[config.mk]
export PLATFORM = sky130hd
export DESIGN_NAME = transfer_activation_control
export DESIGN_NICKNAME = d
export VERILOG_FILES = /design/src/include/xfer_ctrl_pkg.sv /design/src/hdl/transfer_activation_control.sv
export SDC_FILE = /design/constraint.sdc
export NUM_CORES = 1
export LEC_CHECK = 0
export BUFFER_PORTS_ARGS = -buffer_cell sky130_fd_sc_hd__buf_2
export CAP_MARGIN = 0
export CORE_ASPECT_RATIO = 1.4
export CORE_MARGIN = 10
export CORE_UTILIZATION = 50
export CTS_BUF_LIST = sky130_fd_sc_hd__clkbuf_16
export CTS_CLUSTER_SIZE = 24
export DETAILED_ROUTE_END_ITERATION = 7
export PLACE_DENSITY_LB_ADDON = 0.2
export SETUP_SLACK_MARGIN = 0.3
export SLEW_MARGIN = 40
export SYNTH_ARGS = -nofsm -noshare
export SYNTH_HDL_FRONTEND = slang
export SYNTH_SLANG_ARGS = --single-unit
[constraint.sdc]
create_clock -name clk_i -period 2.11 [get_ports clk_i]
set_input_delay 0.422 -clock clk_i [delete_from_list [all_inputs] [get_ports clk_i]]
set_output_delay 0.422 -clock clk_i [all_outputs]
set_load 0.01 [all_outputs]
[src/include/xfer_ctrl_pkg.sv]
package xfer_ctrl_pkg;
   // register byte addresses on the wishbone slave
   localparam logic [7:0] ACT_CTRL_ADDR = 8'h80;   // activation_control
   localparam logic [7:0] ACT_EN_ADDR = 8'h84;     // activation_enable_reg, one bit per source
   localparam logic [7:0] STATUS_ADDR = 8'h88;     // engine state, read only
   // activation_control fields
   localparam int ACT_RSVD_BIT = 0;                // reserved, software writes 0
   localparam int NMI_FLAG_BIT = 1;                // nmi_block_flag
   localparam logic [7:0] ACT_CTRL_RST = 8'h00;
   localparam logic [31:0] ACT_EN_RST = 32'h0000_0000;
   // status register fields
   localparam int STAT_BUSY_BIT = 0;
   localparam int STAT_CUR_LSB = 8;
   // non-maskable event inputs
   localparam int NMI_SRC_NUM = 4;                 // watchdog, osc stop, vmon1, vmon2
   // control data set layout, byte offsets inside one 8-byte set
   localparam logic [2:0] CD_CTRL = 3'h0;          // transfer_control_word
   localparam logic [2:0] CD_BLK = 3'h1;           // block size, kept as read
   localparam logic [2:0] CD_CNT = 3'h2;           // transfer_count
   localparam logic [2:0] CD_RLD = 3'h3;           // count_reload
   localparam logic [2:0] CD_SRC_LO = 3'h4;        // source_pointer low byte
   localparam logic [2:0] CD_SRC_HI = 3'h5;
   localparam logic [2:0] CD_DST_LO = 3'h6;        // dest_pointer low byte
   localparam logic [2:0] CD_DST_HI = 3'h7;
   localparam int CD_SET_SHIFT = 3;                // 8 bytes per set
   localparam logic [15:0] CD_BASE_RST = 16'h2c40; // control data area base
   // transfer_control_word fields
   localparam int CW_REPEAT_BIT = 0;               // 1: repeat mode, 0: normal mode
   localparam int CW_RPT_IRQ_BIT = 1;              // repeat_irq_enable
   localparam int CW_SRC_INC_BIT = 2;              // 1: source_pointer increments
   localparam int CW_DST_INC_BIT = 3;              // 1: dest_pointer increments
   localparam int CW_CHAIN_BIT = 4;                // chain_enable
   // sources whose peripheral flag is cleared: timer match a..d and flash ready
   localparam logic [23:0] FLAG_CLR_SRC_RST = 24'h00_1f00;
   // engine states
   typedef enum logic [2:0] {
      ST_IDLE = 3'b000,
      ST_FETCH = 3'b001,
      ST_READ = 3'b010,
      ST_WRITE = 3'b011,
      ST_BACK = 3'b100
   } xfer_state_e;
endpackage

[src/hdl/transfer_activation_control.sv]
// Functional notes
// [RQ1] nmi events set the nmi block flag
// [RQ2] flag clears by writing 0 after reading 1
// [RQ3] flag set blocks every new transfer start
// [RQ4] running transfer completes despite flag rising
// [RQ5] software waits 16 clocks, prescaler 16
// [RQ6] software waits 128 clocks, prescaler 128
// [RQ7] software disables osc-stop irq before clearing
// [RQ8] reserved bit written 0; upper bits read 0
// [RQ9] fetch set, transfer, write set back
// [RQ10] twenty-four independent control data sets
// [RQ11] normal, repeat, and chained back-to-back transfers
// [RQ12] 16-bit pointers, each fixed or incrementing
// [RQ13] only enabled sources trigger transfers
// [RQ14] count end clears the source enable bit
// [RQ15] otherwise clear timer or flash source flag
// [RQ16] simultaneous requests served by fixed priority
// [RQ17] next transfer after completion by priority
// [RQ18] cpu interrupt masks never gate activation
// [RQ19] source irq request flag left untouched
// [RQ20] 8-bit count decrements, 00h means 256
// [RQ21] repeat mode reloads count from reload value
// [RQ22] enable bit: 0 disabled, 1 enabled
// [RQ23] reset clears nmi flag and reserved bit
//
// Implementation choice: the Wishbone slave port.
`timescale 1ns/1ps
`default_nettype none
module transfer_activation_control #(
   parameter int NUM_SETS = 24,
   parameter logic [15:0] CD_BASE = xfer_ctrl_pkg::CD_BASE_RST,
   parameter logic [23:0] FLAG_CLR_SRC = xfer_ctrl_pkg::FLAG_CLR_SRC_RST
) (
   // clock and reset
   input wire logic clk_i,
   input wire logic rst_i,
   // wishbone slave
   input wire logic wb_cyc_i,
   input wire logic wb_stb_i,
   input wire logic wb_we_i,
   input wire logic [7:0] wb_adr_i,
   input wire logic [3:0] wb_sel_i,
   input wire logic [31:0] wb_dat_i,
   output logic [31:0] wb_dat_o,
   output logic wb_ack_o,
   // activation sources and non-maskable events, one-cycle pulses
   input wire logic [23:0] src_trig_i,
   input wire logic [xfer_ctrl_pkg::NMI_SRC_NUM-1:0] nmi_event_i,
   // peripheral flag clear pulses
   output logic [23:0] src_flag_clr_o,
   // memory master port, byte wide
   output logic mem_req_o,
   output logic mem_we_o,
   output logic [15:0] mem_addr_o,
   output logic [7:0] mem_wdata_o,
   input wire logic [7:0] mem_rdata_i,
   input wire logic mem_ack_i
);
   import xfer_ctrl_pkg::*;

   ////////////////////////////////////////////////////////////////////////////
   // state
   logic nmi_flag_reg;           // nmi_block_flag
   logic rsvd_reg;               // reserved bit, stored as written
   logic read_one_reg;           // flag was read back as 1
   logic [23:0] act_en_reg;      // activation_enable_reg
   logic [23:0] pend_reg;        // latched requests
   logic wb_ack_reg;
   logic [31:0] wb_dat_reg;
   xfer_state_e state_reg;
   logic [4:0] cur_reg;          // set in service
   logic first_reg;              // first set of a chain
   logic [2:0] idx_reg;          // byte index within a set
   logic [7:0] cd_reg [0:7];     // fetched control data set
   logic [7:0] data_reg;         // byte in flight
   logic mem_req_reg;
   logic mem_we_reg;
   logic [15:0] mem_addr_reg;
   logic [7:0] mem_wdata_reg;
   logic [23:0] flag_clr_reg;

   ////////////////////////////////////////////////////////////////////////////
   // wishbone decode
   wire bus_req = wb_cyc_i & wb_stb_i & ~wb_ack_reg;
   wire bus_wr = bus_req & wb_we_i;
   wire bus_rd = bus_req & ~wb_we_i;
   wire hit_ctrl = (wb_adr_i == ACT_CTRL_ADDR);
   wire hit_en = (wb_adr_i == ACT_EN_ADDR);
   wire hit_stat = (wb_adr_i == STATUS_ADDR);
   wire wr_ctrl = bus_wr & hit_ctrl & wb_sel_i[0];
   wire wr_en = bus_wr & hit_en;
   // upper bits of the control byte always read as zero [RQ8]
   wire [31:0] ctrl_rd = {30'h0, nmi_flag_reg, rsvd_reg};
   wire [31:0] en_rd = {8'h00, act_en_reg};
   wire busy = (state_reg != ST_IDLE);
   wire [31:0] stat_rd = {19'h0, cur_reg, 7'h00, busy};
   wire [31:0] rd_mux = hit_ctrl ? ctrl_rd : hit_en ? en_rd : hit_stat ? stat_rd : 32'h0;

   ////////////////////////////////////////////////////////////////////////////
   // nmi block flag
   wire nmi_set = |nmi_event_i;
   // a zero written only after a read of one clears; writing one does nothing [RQ2]
   wire nmi_clr = wr_ctrl & read_one_reg & ~wb_dat_i[NMI_FLAG_BIT];

   // flag, set wins over a clear in the same cycle
   always_ff @(posedge clk_i) begin
      if (rst_i) begin
         nmi_flag_reg <= 1'b0; // [RQ23]
         rsvd_reg <= 1'b0; // [RQ23]
         read_one_reg <= 1'b0;
      end else begin
         if (nmi_set) begin
            nmi_flag_reg <= 1'b1; // [RQ1]
         end else if (nmi_clr) begin
            nmi_flag_reg <= 1'b0; // [RQ2]
         end
         if (wr_ctrl) begin
            rsvd_reg <= wb_dat_i[ACT_RSVD_BIT]; // software keeps it 0 [RQ8]
         end
         // arm on a read of one, disarm on any write to the byte
         if (bus_rd & hit_ctrl & nmi_flag_reg) begin
            read_one_reg <= 1'b1;
         end else if (wr_ctrl) begin
            read_one_reg <= 1'b0;
         end
      end
   end

   ////////////////////////////////////////////////////////////////////////////
   // wishbone answer, one cycle after the strobe; unmapped reads give zero
   always_ff @(posedge clk_i) begin
      if (rst_i) begin
         wb_ack_reg <= 1'b0;
         wb_dat_reg <= 32'h0;
      end else begin
         wb_ack_reg <= bus_req;
         wb_dat_reg <= bus_rd ? rd_mux : 32'h0;
      end
   end
   assign wb_ack_o = wb_ack_reg;
   assign wb_dat_o = wb_dat_reg;

   ////////////////////////////////////////////////////////////////////////////
   // transfer bookkeeping wires
   wire [7:0] cw = cd_reg[CD_CTRL];
   wire [7:0] cnt = cd_reg[CD_CNT];
   wire [15:0] src_ptr = {cd_reg[CD_SRC_HI], cd_reg[CD_SRC_LO]};
   wire [15:0] dst_ptr = {cd_reg[CD_DST_HI], cd_reg[CD_DST_LO]};
   // 8-bit wrap makes 00h count down through 256 transfers [RQ20]
   wire [7:0] cnt_dec = cnt - 8'h01;
   wire cnt_zero = (cnt_dec == 8'h00);
   wire rpt_mode = cw[CW_REPEAT_BIT];
   // count end that stops the source: normal, or repeat with irq enabled [RQ14]
   wire cnt_end = cnt_zero & (~rpt_mode | cw[CW_RPT_IRQ_BIT]);
   // pointers step independently [RQ12]
   wire [15:0] src_nxt = cw[CW_SRC_INC_BIT] ? src_ptr + 16'h0001 : src_ptr;
   wire [15:0] dst_nxt = cw[CW_DST_INC_BIT] ? dst_ptr + 16'h0001 : dst_ptr;
   // repeat mode refills an expired count [RQ21]
   wire [7:0] cnt_nxt = (rpt_mode & cnt_zero) ? cd_reg[CD_RLD] : cnt_dec;
   wire done_xfer = (state_reg == ST_WRITE) & mem_req_reg & mem_ack_i;
   wire [23:0] cur_onehot = 24'h00_0001 << cur_reg;
   wire [23:0] en_hw_clr = (done_xfer & first_reg & cnt_end) ? cur_onehot : 24'h0; // [RQ14]
   // flag clear only for timer and flash sources and only if enable stays [RQ15]
   wire [23:0] flag_clr = (done_xfer & first_reg & ~cnt_end) ? (cur_onehot & FLAG_CLR_SRC) :
                          24'h0;
   wire [15:0] set_base = CD_BASE + {8'h00, cur_reg, 3'b000};
   wire chain = cw[CW_CHAIN_BIT] & (cur_reg < 5'(NUM_SETS - 1)); // [RQ11]

   ////////////////////////////////////////////////////////////////////////////
   // enable bits and request latching, one slice per source
   logic [23:0] act_en_next;
   logic [23:0] pend_next;
   logic [23:0] grant;           // one-hot winner
   genvar gi;
   generate
      for (gi = 0; gi < 24; gi = gi + 1) begin : g_src
         // bit 1 enables, bit 0 disables its source [RQ22]
         assign act_en_next[gi] = ((wr_en & wb_sel_i[gi/8]) ? wb_dat_i[gi] : act_en_reg[gi])
                                  & ~en_hw_clr[gi] & (gi < NUM_SETS);
         // cpu irq masks are not inputs here, so they cannot gate this [RQ18]
         // nothing is fed back toward the cpu irq request flag [RQ19]
         assign pend_next[gi] = (pend_reg[gi] & ~grant[gi])
                                | (src_trig_i[gi] & act_en_reg[gi]); // [RQ13]
      end
   endgenerate

   // lowest index wins, both at once and after completion [RQ16] [RQ17]
   assign grant = pend_reg & (~pend_reg + 24'h00_0001) & {24{~busy & ~nmi_flag_reg}}; // [RQ3]

   // position of the winning bit
   logic [4:0] grant_idx;
   always_comb begin
      grant_idx = 5'h00;
      for (int k = 23; k >= 0; k--) begin
         if (grant[k]) begin
            grant_idx = 5'(k);
         end
      end
   end

   // enable and pending registers
   always_ff @(posedge clk_i) begin
      if (rst_i) begin
         act_en_reg <= ACT_EN_RST[23:0];
         pend_reg <= 24'h0;
      end else begin
         act_en_reg <= act_en_next;
         pend_reg <= pend_next;
      end
   end

   ////////////////////////////////////////////////////////////////////////////
   // engine: fetch set, read source, write destination, write set back [RQ9]
   // the flag only gates a start, so a running transfer or chain runs out [RQ4]
   always_ff @(posedge clk_i) begin
      if (rst_i) begin
         state_reg <= ST_IDLE;
         cur_reg <= 5'h00;
         first_reg <= 1'b0;
         idx_reg <= 3'h0;
         data_reg <= 8'h00;
         mem_req_reg <= 1'b0;
         mem_we_reg <= 1'b0;
         mem_addr_reg <= 16'h0000;
         mem_wdata_reg <= 8'h00;
         flag_clr_reg <= 24'h0;
         for (int b = 0; b < 8; b++) begin
            cd_reg[b] <= 8'h00;
         end
      end else begin
         flag_clr_reg <= flag_clr; // [RQ15]
         unique case (state_reg)
            ST_IDLE: begin
               // one of the 24 sets chosen by the winner [RQ10]
               if (|grant) begin
                  cur_reg <= grant_idx;
                  first_reg <= 1'b1;
                  idx_reg <= CD_CTRL;
                  state_reg <= ST_FETCH;
               end
            end
            ST_FETCH: begin
               // read the eight bytes of the set in order
               if (!mem_req_reg) begin
                  mem_req_reg <= 1'b1;
                  mem_we_reg <= 1'b0;
                  mem_addr_reg <= set_base + {13'h0, idx_reg};
               end else if (mem_ack_i) begin
                  mem_req_reg <= 1'b0;
                  cd_reg[idx_reg] <= mem_rdata_i;
                  idx_reg <= idx_reg + 3'h1;
                  if (idx_reg == CD_DST_HI) begin
                     state_reg <= ST_READ;
                  end
               end
            end
            ST_READ: begin
               // one byte from the source pointer
               if (!mem_req_reg) begin
                  mem_req_reg <= 1'b1;
                  mem_we_reg <= 1'b0;
                  mem_addr_reg <= src_ptr;
               end else if (mem_ack_i) begin
                  mem_req_reg <= 1'b0;
                  data_reg <= mem_rdata_i;
                  state_reg <= ST_WRITE;
               end
            end
            ST_WRITE: begin
               // that byte to the destination, then update count and pointers
               if (!mem_req_reg) begin
                  mem_req_reg <= 1'b1;
                  mem_we_reg <= 1'b1;
                  mem_addr_reg <= dst_ptr;
                  mem_wdata_reg <= data_reg;
               end else if (mem_ack_i) begin
                  mem_req_reg <= 1'b0;
                  cd_reg[CD_CNT] <= cnt_nxt; // [RQ20] [RQ21]
                  {cd_reg[CD_SRC_HI], cd_reg[CD_SRC_LO]} <= src_nxt; // [RQ12]
                  {cd_reg[CD_DST_HI], cd_reg[CD_DST_LO]} <= dst_nxt; // [RQ12]
                  idx_reg <= CD_CNT;
                  state_reg <= ST_BACK;
               end
            end
            ST_BACK: begin
               // count, reload and pointers go back; control word is left alone
               if (!mem_req_reg) begin
                  mem_req_reg <= 1'b1;
                  mem_we_reg <= 1'b1;
                  mem_addr_reg <= set_base + {13'h0, idx_reg};
                  mem_wdata_reg <= cd_reg[idx_reg];
               end else if (mem_ack_i) begin
                  mem_req_reg <= 1'b0;
                  idx_reg <= idx_reg + 3'h1;
                  if (idx_reg == CD_DST_HI) begin
                     if (chain) begin
                        // next set runs from the same activation [RQ11]
                        cur_reg <= cur_reg + 5'h01;
                        first_reg <= 1'b0;
                        idx_reg <= CD_CTRL;
                        state_reg <= ST_FETCH;
                     end else begin
                        state_reg <= ST_IDLE;
                     end
                  end
               end
            end
            default: begin
               state_reg <= ST_IDLE;
            end
         endcase
      end
   end

   ////////////////////////////////////////////////////////////////////////////
   // outputs
   assign mem_req_o = mem_req_reg;
   assign mem_we_o = mem_we_reg;
   assign mem_addr_o = mem_addr_reg;
   assign mem_wdata_o = mem_wdata_reg;
   assign src_flag_clr_o = flag_clr_reg;

endmodule
`default_nettype wire

* After elaboration in Yosys (flattened, before gate mapping)
Cells that the tools add are included.
** Storage, ports and cells
- Register bits :: 218
- Latch bits :: 0
- Bits in writable memories :: 0
- Bits in read-only memories :: 0
- Input bits :: 86
- Output and inout port bits :: 83
- Word-level logic and storage cells :: 402
- Memories kept :: 0
** Cells by class
- Add/sub/neg operators :: 8
- Multiply operators :: 0
- Div/mod/pow operators :: 0
- $lt $le $gt $ge :: 3
- Eq/ne operators :: 28
- Shift operators :: 1
- Multiplexer cells :: 120
- Bitwise logic cells :: 181
- Reductions and logical operators :: 33
** Operators with widths (count)
- $mux 5 :: 29
- $mux 48 :: 2
- $and 1x1->1 :: 95
- $mux 16 :: 5
- $bwmux 64 :: 1
- $mux 32 :: 2
- $mux 8 :: 8
- $pmux 32 s2 :: 1
- $mux 3 :: 20
- $not 1->1 :: 57
- $and 24x24->24 :: 2
- $mux 24 :: 2
- $pmux 16 s3 :: 1
- $ne 2x2->1 const B :: 20
- $mux 1 :: 38
- $add 16x1->16 const B :: 2
- $pmux 8 s2 :: 2
- $or 1x1->1 :: 25
- $add 24x1->24 const B :: 1
- $bmux 8 s3 :: 1
- $demux 8 s3 :: 1
- $eq 8x8->1 const B :: 3
- $not 24->24 :: 1
- $reduce_or 24->1 :: 1
- other kinds (34) :: 54

* Depth between registers and ports, before layout
- Depth after elaboration :: 30
- Depth in mapped cells :: 10
- Mapped depth without buffers :: 9

* Worst setup path before layout
OpenSTA, ideal clock, no wires.
- Kind :: register -> register
- Start point :: register cd_reg (netlist bit cnt[0])
- End point :: register act_en_reg[16]
- Library setup time :: 0.147 ns
- Arrival :: 2.003 ns
- Slack :: -0.039 ns
- Cell stages (with the launch flop) :: 9
- Path buffers :: 0
- Period minus slack after synthesis :: 2.149 ns
- Cell sequence :: dfxtp_1 inv_1 ha_1 xnor2_1 nand3_1 nor4b_4 nand3_4 nor4_4 a221oi_1
** Between the ends
- Cells in the longest elaborated chain, start to end :: 7
** Ends and longest elaborated chain
- start, declared :: RTL line transfer_activation_control.sv:74 : logic [7:0] cd_reg [0:7];
- start signal, assigned by index :: RTL line transfer_activation_control.sv:250 : cd_reg[idx_reg] <= mem_rdata_i;
- start signal, assigned by index :: RTL line transfer_activation_control.sv:278 : cd_reg[CD_CNT] <= cnt_nxt;
- start signal, assigned by index :: RTL line transfer_activation_control.sv:279 : {cd_reg[CD_SRC_HI], cd_reg[CD_SRC_LO]} <= src_nxt;
- $sub 8x1->8 :: RTL line transfer_activation_control.sv:150 : wire [7:0] cnt_dec = cnt - 8'h01;
- $logic_not 8->1 :: RTL line transfer_activation_control.sv:151 : wire cnt_zero = (cnt_dec == 8'h00);
- $and 1x1->1 :: RTL line transfer_activation_control.sv:154 : wire cnt_end = cnt_zero & (~rpt_mode | cw[CW_RPT_IRQ_BIT]);
- $and 1x1->1 :: RTL line transfer_activation_control.sv:162 : wire [23:0] en_hw_clr = (done_xfer & first_reg & cnt_end) ? cur_onehot : 24'h0;
- $mux 24 :: RTL line transfer_activation_control.sv:162
- $not 1->1 :: RTL line transfer_activation_control.sv:179 : & ~en_hw_clr[gi] & (gi < NUM_SETS);
- $and 1x1->1 :: RTL line transfer_activation_control.sv:179
- end signal, assigned :: RTL line transfer_activation_control.sv:204 : act_en_reg <= ACT_EN_RST[23:0];
- end signal, assigned :: RTL line transfer_activation_control.sv:207 : act_en_reg <= act_en_next;
- end, declared :: RTL line transfer_activation_control.sv:66 : logic [23:0] act_en_reg;
Every way passes these cells.
A chain may end at the register's enable or synchronous reset.

* Final worst setup path
- Start point :: register cd_reg (netlist bit cnt[1])
- End point :: register act_en_reg[14]
The elaborated chain is that of the path after synthesis.

==> metrics list <==
* Final core area utilization: 72.57%
- Internal power: 0.006286 W
- Largest area contributor in the netlist: sky130_fd_sc_hd__dfxtp_1
- Clock-pin slew was measured on the worst setup and hold paths at about 0.08 ns.
- After synthesis, the share of flip-flops with an asynchronous set or reset is 0%.
- Data on the critical path is required at its endpoint by between 2 and 2.5 ns.
- The path class of the tightest hold or removal check is in2reg.
- VDD sags by at most 0.5469 mV.
* Total routed wirelength: 39800 um
* Total power after layout: around 0.0093 W
- TritonCTS built the clock tree.
* Largest net degree at the start of global routing: 50
* Number of search-and-repair iterations in the first detailed-routing pass: 5
* Worst-path fanout max: 7
* Clock insertion delay at the later pin of the skew report: between 0.4 and 0.5 ns
- NumNets Final: around 1600
- The Yosys step of the flow raised 0 warnings.
- # clock sinks: roughly 190
- The number of hold buffers added after CTS was 0.
* Die Outline Area: between 0.02 and 0.03 mm2
- The via count of the first global-routing pass was a little over 10000.
* Most instantiated library cell after synthesis: sky130_fd_sc_hd__dfxtp_1
- Leakage component of the power: roughly 5.4 nW
- RSZ-0062 raised after global routing: true
- DRC Markers: 0
- Post-synthesis register bit count: roughly 190
- The initial antenna violation count came to 0.
* Net switching fraction of the power: 32.76%
* Area of the core: a little under 0.02 mm2
- After detailed routing, the number of vias per cell comes to slightly above 6.
- Count of antenna-violating nets left after detailed routing: 0
- Total of endpoints with negative setup slack in the final report: 0
- The register with the most flip-flops in the layout has 48 of them.
* Number of top-level design ports: around 170
* Gate count after technology mapping: 1225
- Vias: between 10000 and 15000
- The setup path with the least slack is of type reg2reg.
- Static timing analysis puts the maximum clock frequency at approximately 480 MHz.
- Post-detailed-route wirelength per cell: between 20 and 25 um
- Setup Skew: around 0.016 ns
- The worst setup path is captured at a flop.
- The longest clock path from root to sink contains 2 buffers.
- Sorting the synthesized cells by area gives the leading types as sky130_fd_sc_hd__dfxtp_1, sky130_fd_sc_hd__nor2_1, sky130_fd_sc_hd__a21oi_1.
- Count of port buffers added during placement: ~130
- Worst Path Arrival: 2.38 ns
- For the finished layout, the period the worst path requires is 2.072 ns.
* Avg Inst Size Synth: 8.196 um2
- Share of the yosys chip area belonging to registers: roughly two fifths
- At the end of routability-driven placement, the weighted congestion stood at ~1.0.
- Registers are responsible for approximately two fifths of the overall power.
- Switching pwr: between 0.003 and 0.004 W
* Relative slew slack: approximately 45%
- Area Growth Syn to Fin: 43.44%
* Number of max-capacitance violations reported: 0
- For this run, the leading register cell type out of synthesis is sky130_fd_sc_hd__dfxtp_1.
- Iter 0 DRT Violations: 1046
- Post-synth EDFFs: 0
- Startpoint type of the worst setup path: flop
- The final max-slew violation count is 0.
- The count of final hold-check violations is 0.
- Measured along the y axis, the die boundary spans around 190 um.
- At the pin with the least slew margin, the transition time is about 0.82 ns.
- The H-tree generated during clock tree synthesis spans 4 levels.
* # rows: 61
- Initial standard-cell utilization of the core: between 50% and 60%
- Wire length of the first global-routing pass: 56130 um
- Num CTS Buffers: 17
- Summed over its instances, the top area cell type makes up about two fifths of the synthesized netlist area.
- Worst-case setup margin in the final layout: ~0.038 ns
* Worst slack, placed: -0.04478 ns
- Diode count: 0
- Hold is met by roughly 0.23 ns.
- Die outline width: between 100 and 150 um
- The share of total power dissipated in the clock network is approximately a third.
- Combinational share of power: 26.6%
* Outcome: complete, no violations
- DP HPWL: ~27000 um
- In this run the power density over the cells is approximately 650 mW/mm2.
- The synthesized netlist occupies a cell area of ~0.01 mm2.
- The root buffer cell chosen for the clock tree is sky130_fd_sc_hd__clkbuf_16.
* Fraction of final layout cells sized beyond drive strength 1: about two fifths
- Global routing used a little over a quarter of the available tracks across all layers.
- The commonest cells after synthesis are sky130_fd_sc_hd__dfxtp_1, sky130_fd_sc_hd__nor2_1, sky130_fd_sc_hd__nand2_1, sky130_fd_sc_hd__a21oi_1, sky130_fd_sc_hd__o21ai_0.
- Total congestion overflow after global routing: 0
* Post-route clock period utilization: 98.18%
- Count of unique library cells instantiated by Yosys: 87
==> logic make-up (layout without fill, tap and decap cells) <==
| kind of cell | Yosys count | after routing | share of synthesized area (%) |
|---|---|---|---|
| simple gates | 476 | 477 | 23.89 |
| compound gates | 361 | 361 | 23.73 |
| flops | 191 | 191 | 38.09 |
| buf+inv | 122 | 391 | 5.920 |
| mux | 52 | 52 | 5.895 |
| fa+ha+maj | 14 | 14 | 1.745 |
| xor+xnor | 8 | 8 | 0.6979 |
| other cells | 1 | 27 | 0.03735 |
==> power groups by stage <==
stage | clock network, W | logic [W] | registers (W)
2_1_floorplan | 0 | 0.00114 | 0.00385
3_3_place_gp | 0 | 0.00185 | 0.00385
3_5_place_dp | 0 | 0.00186 | 0.00385
4_1_cts | 0.00308 | 0.00199 | 0.00378
5_1_grt | 0.00323 | 0.00264 | 0.00380
6_report | 0.00307 | 0.00249 | 0.00379
==> routing by layer <==
metal | vias to the layer above | share of wire, % | global-route usage [%]
li1 | 5010 | - | -
met1 | 5295 | 35 | 27.38
met2 | 546 | 52 | 46.68
met3 | 163 | 6.4 | 5.537
met4 | 0 | 7.0 | 19.43
met5 | - | 0 | 0
==> cell type report <==
class	count	area, um2
Sequential cell	191	3874
Fill cell	1476	5443
Clock buffer	18	450.4
Clock inverter	14	92.59
Inverter	23	108.9
Multi-Input combinational cell	939	6983
Timing Repair Buffer	336	2577
Tap cell	252	315.3
==> worst max-delay path, cell delays in order, from the launching register on <==
cell                       delay (ns)
sky130_fd_sc_hd__dfxtp_2         0.33
sky130_fd_sc_hd__buf_4           0.15
sky130_fd_sc_hd__nor3_4          0.20
sky130_fd_sc_hd__xor2_2          0.12
sky130_fd_sc_hd__nor4b_4         0.36
sky130_fd_sc_hd__nand3_4         0.21
sky130_fd_sc_hd__or2_4           0.34
sky130_fd_sc_hd__inv_8           0.10
sky130_fd_sc_hd__a311oi_1        0.10
==> stage by stage <==
stage / setup TNS (ns) / cells / instance area (um2)
3_5_place_dp: -0.1049 / 1675 / 11810
6_report: 0 / 1773 / 14400
5_1_grt: -0.2696 / 1773 / 14400
2_1_floorplan: 0 / 1251 / 10210
4_1_cts: 0 / 1718 / 12840
3_3_place_gp: -0.01466 / 1675 / 11810
==> repair_timing <==
item	CTS	global route
buffers inserted	9	49
setup endpoints to repair	134	131
pin swaps	50	109
resized for setup	98	273
cloned	2	6
==> worst paths after layout <==
check	startpoint	to	slack, ns	cells after the start
setup / recovery	cnt[1]	act_en_reg[14]	0.04	8
hold / removal	nmi_event_i[2]	nmi_flag_reg	0.23	3
setup reg to reg	cnt[1]	act_en_reg[14]	0.04	8
hold reg to reg	mem_addr_o[5]	mem_addr_o[5]	0.45	2
==> layout by cell type, fill, tap and decap left out, types with 11 or more instances in the layout <==
master / netlist / final
sky130_fd_sc_hd__buf_4: 28 / 143
sky130_fd_sc_hd__a21oi_1: 97 / 84
sky130_fd_sc_hd__nand2_2: 1 / 14
sky130_fd_sc_hd__dfxtp_2: 0 / 22
sky130_fd_sc_hd__nand2_1: 124 / 100
sky130_fd_sc_hd__nor3_1: 28 / 18
sky130_fd_sc_hd__o211ai_1: 12 / 12
sky130_fd_sc_hd__buf_6: 1 / 42
sky130_fd_sc_hd__a22oi_1: 23 / 17
sky130_fd_sc_hd__buf_2: 18 / 132
sky130_fd_sc_hd__mux2i_1: 40 / 37
sky130_fd_sc_hd__nor2_4: 0 / 11
sky130_fd_sc_hd__nand3_2: 2 / 21
sky130_fd_sc_hd__ha_1: 14 / 11
sky130_fd_sc_hd__o21ai_1: 3 / 18
sky130_fd_sc_hd__inv_1: 21 / 19
sky130_fd_sc_hd__dfxtp_1: 191 / 163
sky130_fd_sc_hd__o21ai_0: 82 / 58
sky130_fd_sc_hd__a21oi_2: 0 / 13
sky130_fd_sc_hd__conb_1: 1 / 27
sky130_fd_sc_hd__a31oi_1: 12 / 11
sky130_fd_sc_hd__nand2b_1: 13 / 13
sky130_fd_sc_hd__nor2_1: 154 / 137
sky130_fd_sc_hd__and2_1: 23 / 19
sky130_fd_sc_hd__nand3_1: 55 / 33
sky130_fd_sc_hd__clkbuf_16: 0 / 20
sky130_fd_sc_hd__a311oi_1: 17 / 12
No activity file was read; power rests on OpenSTA's default activity.
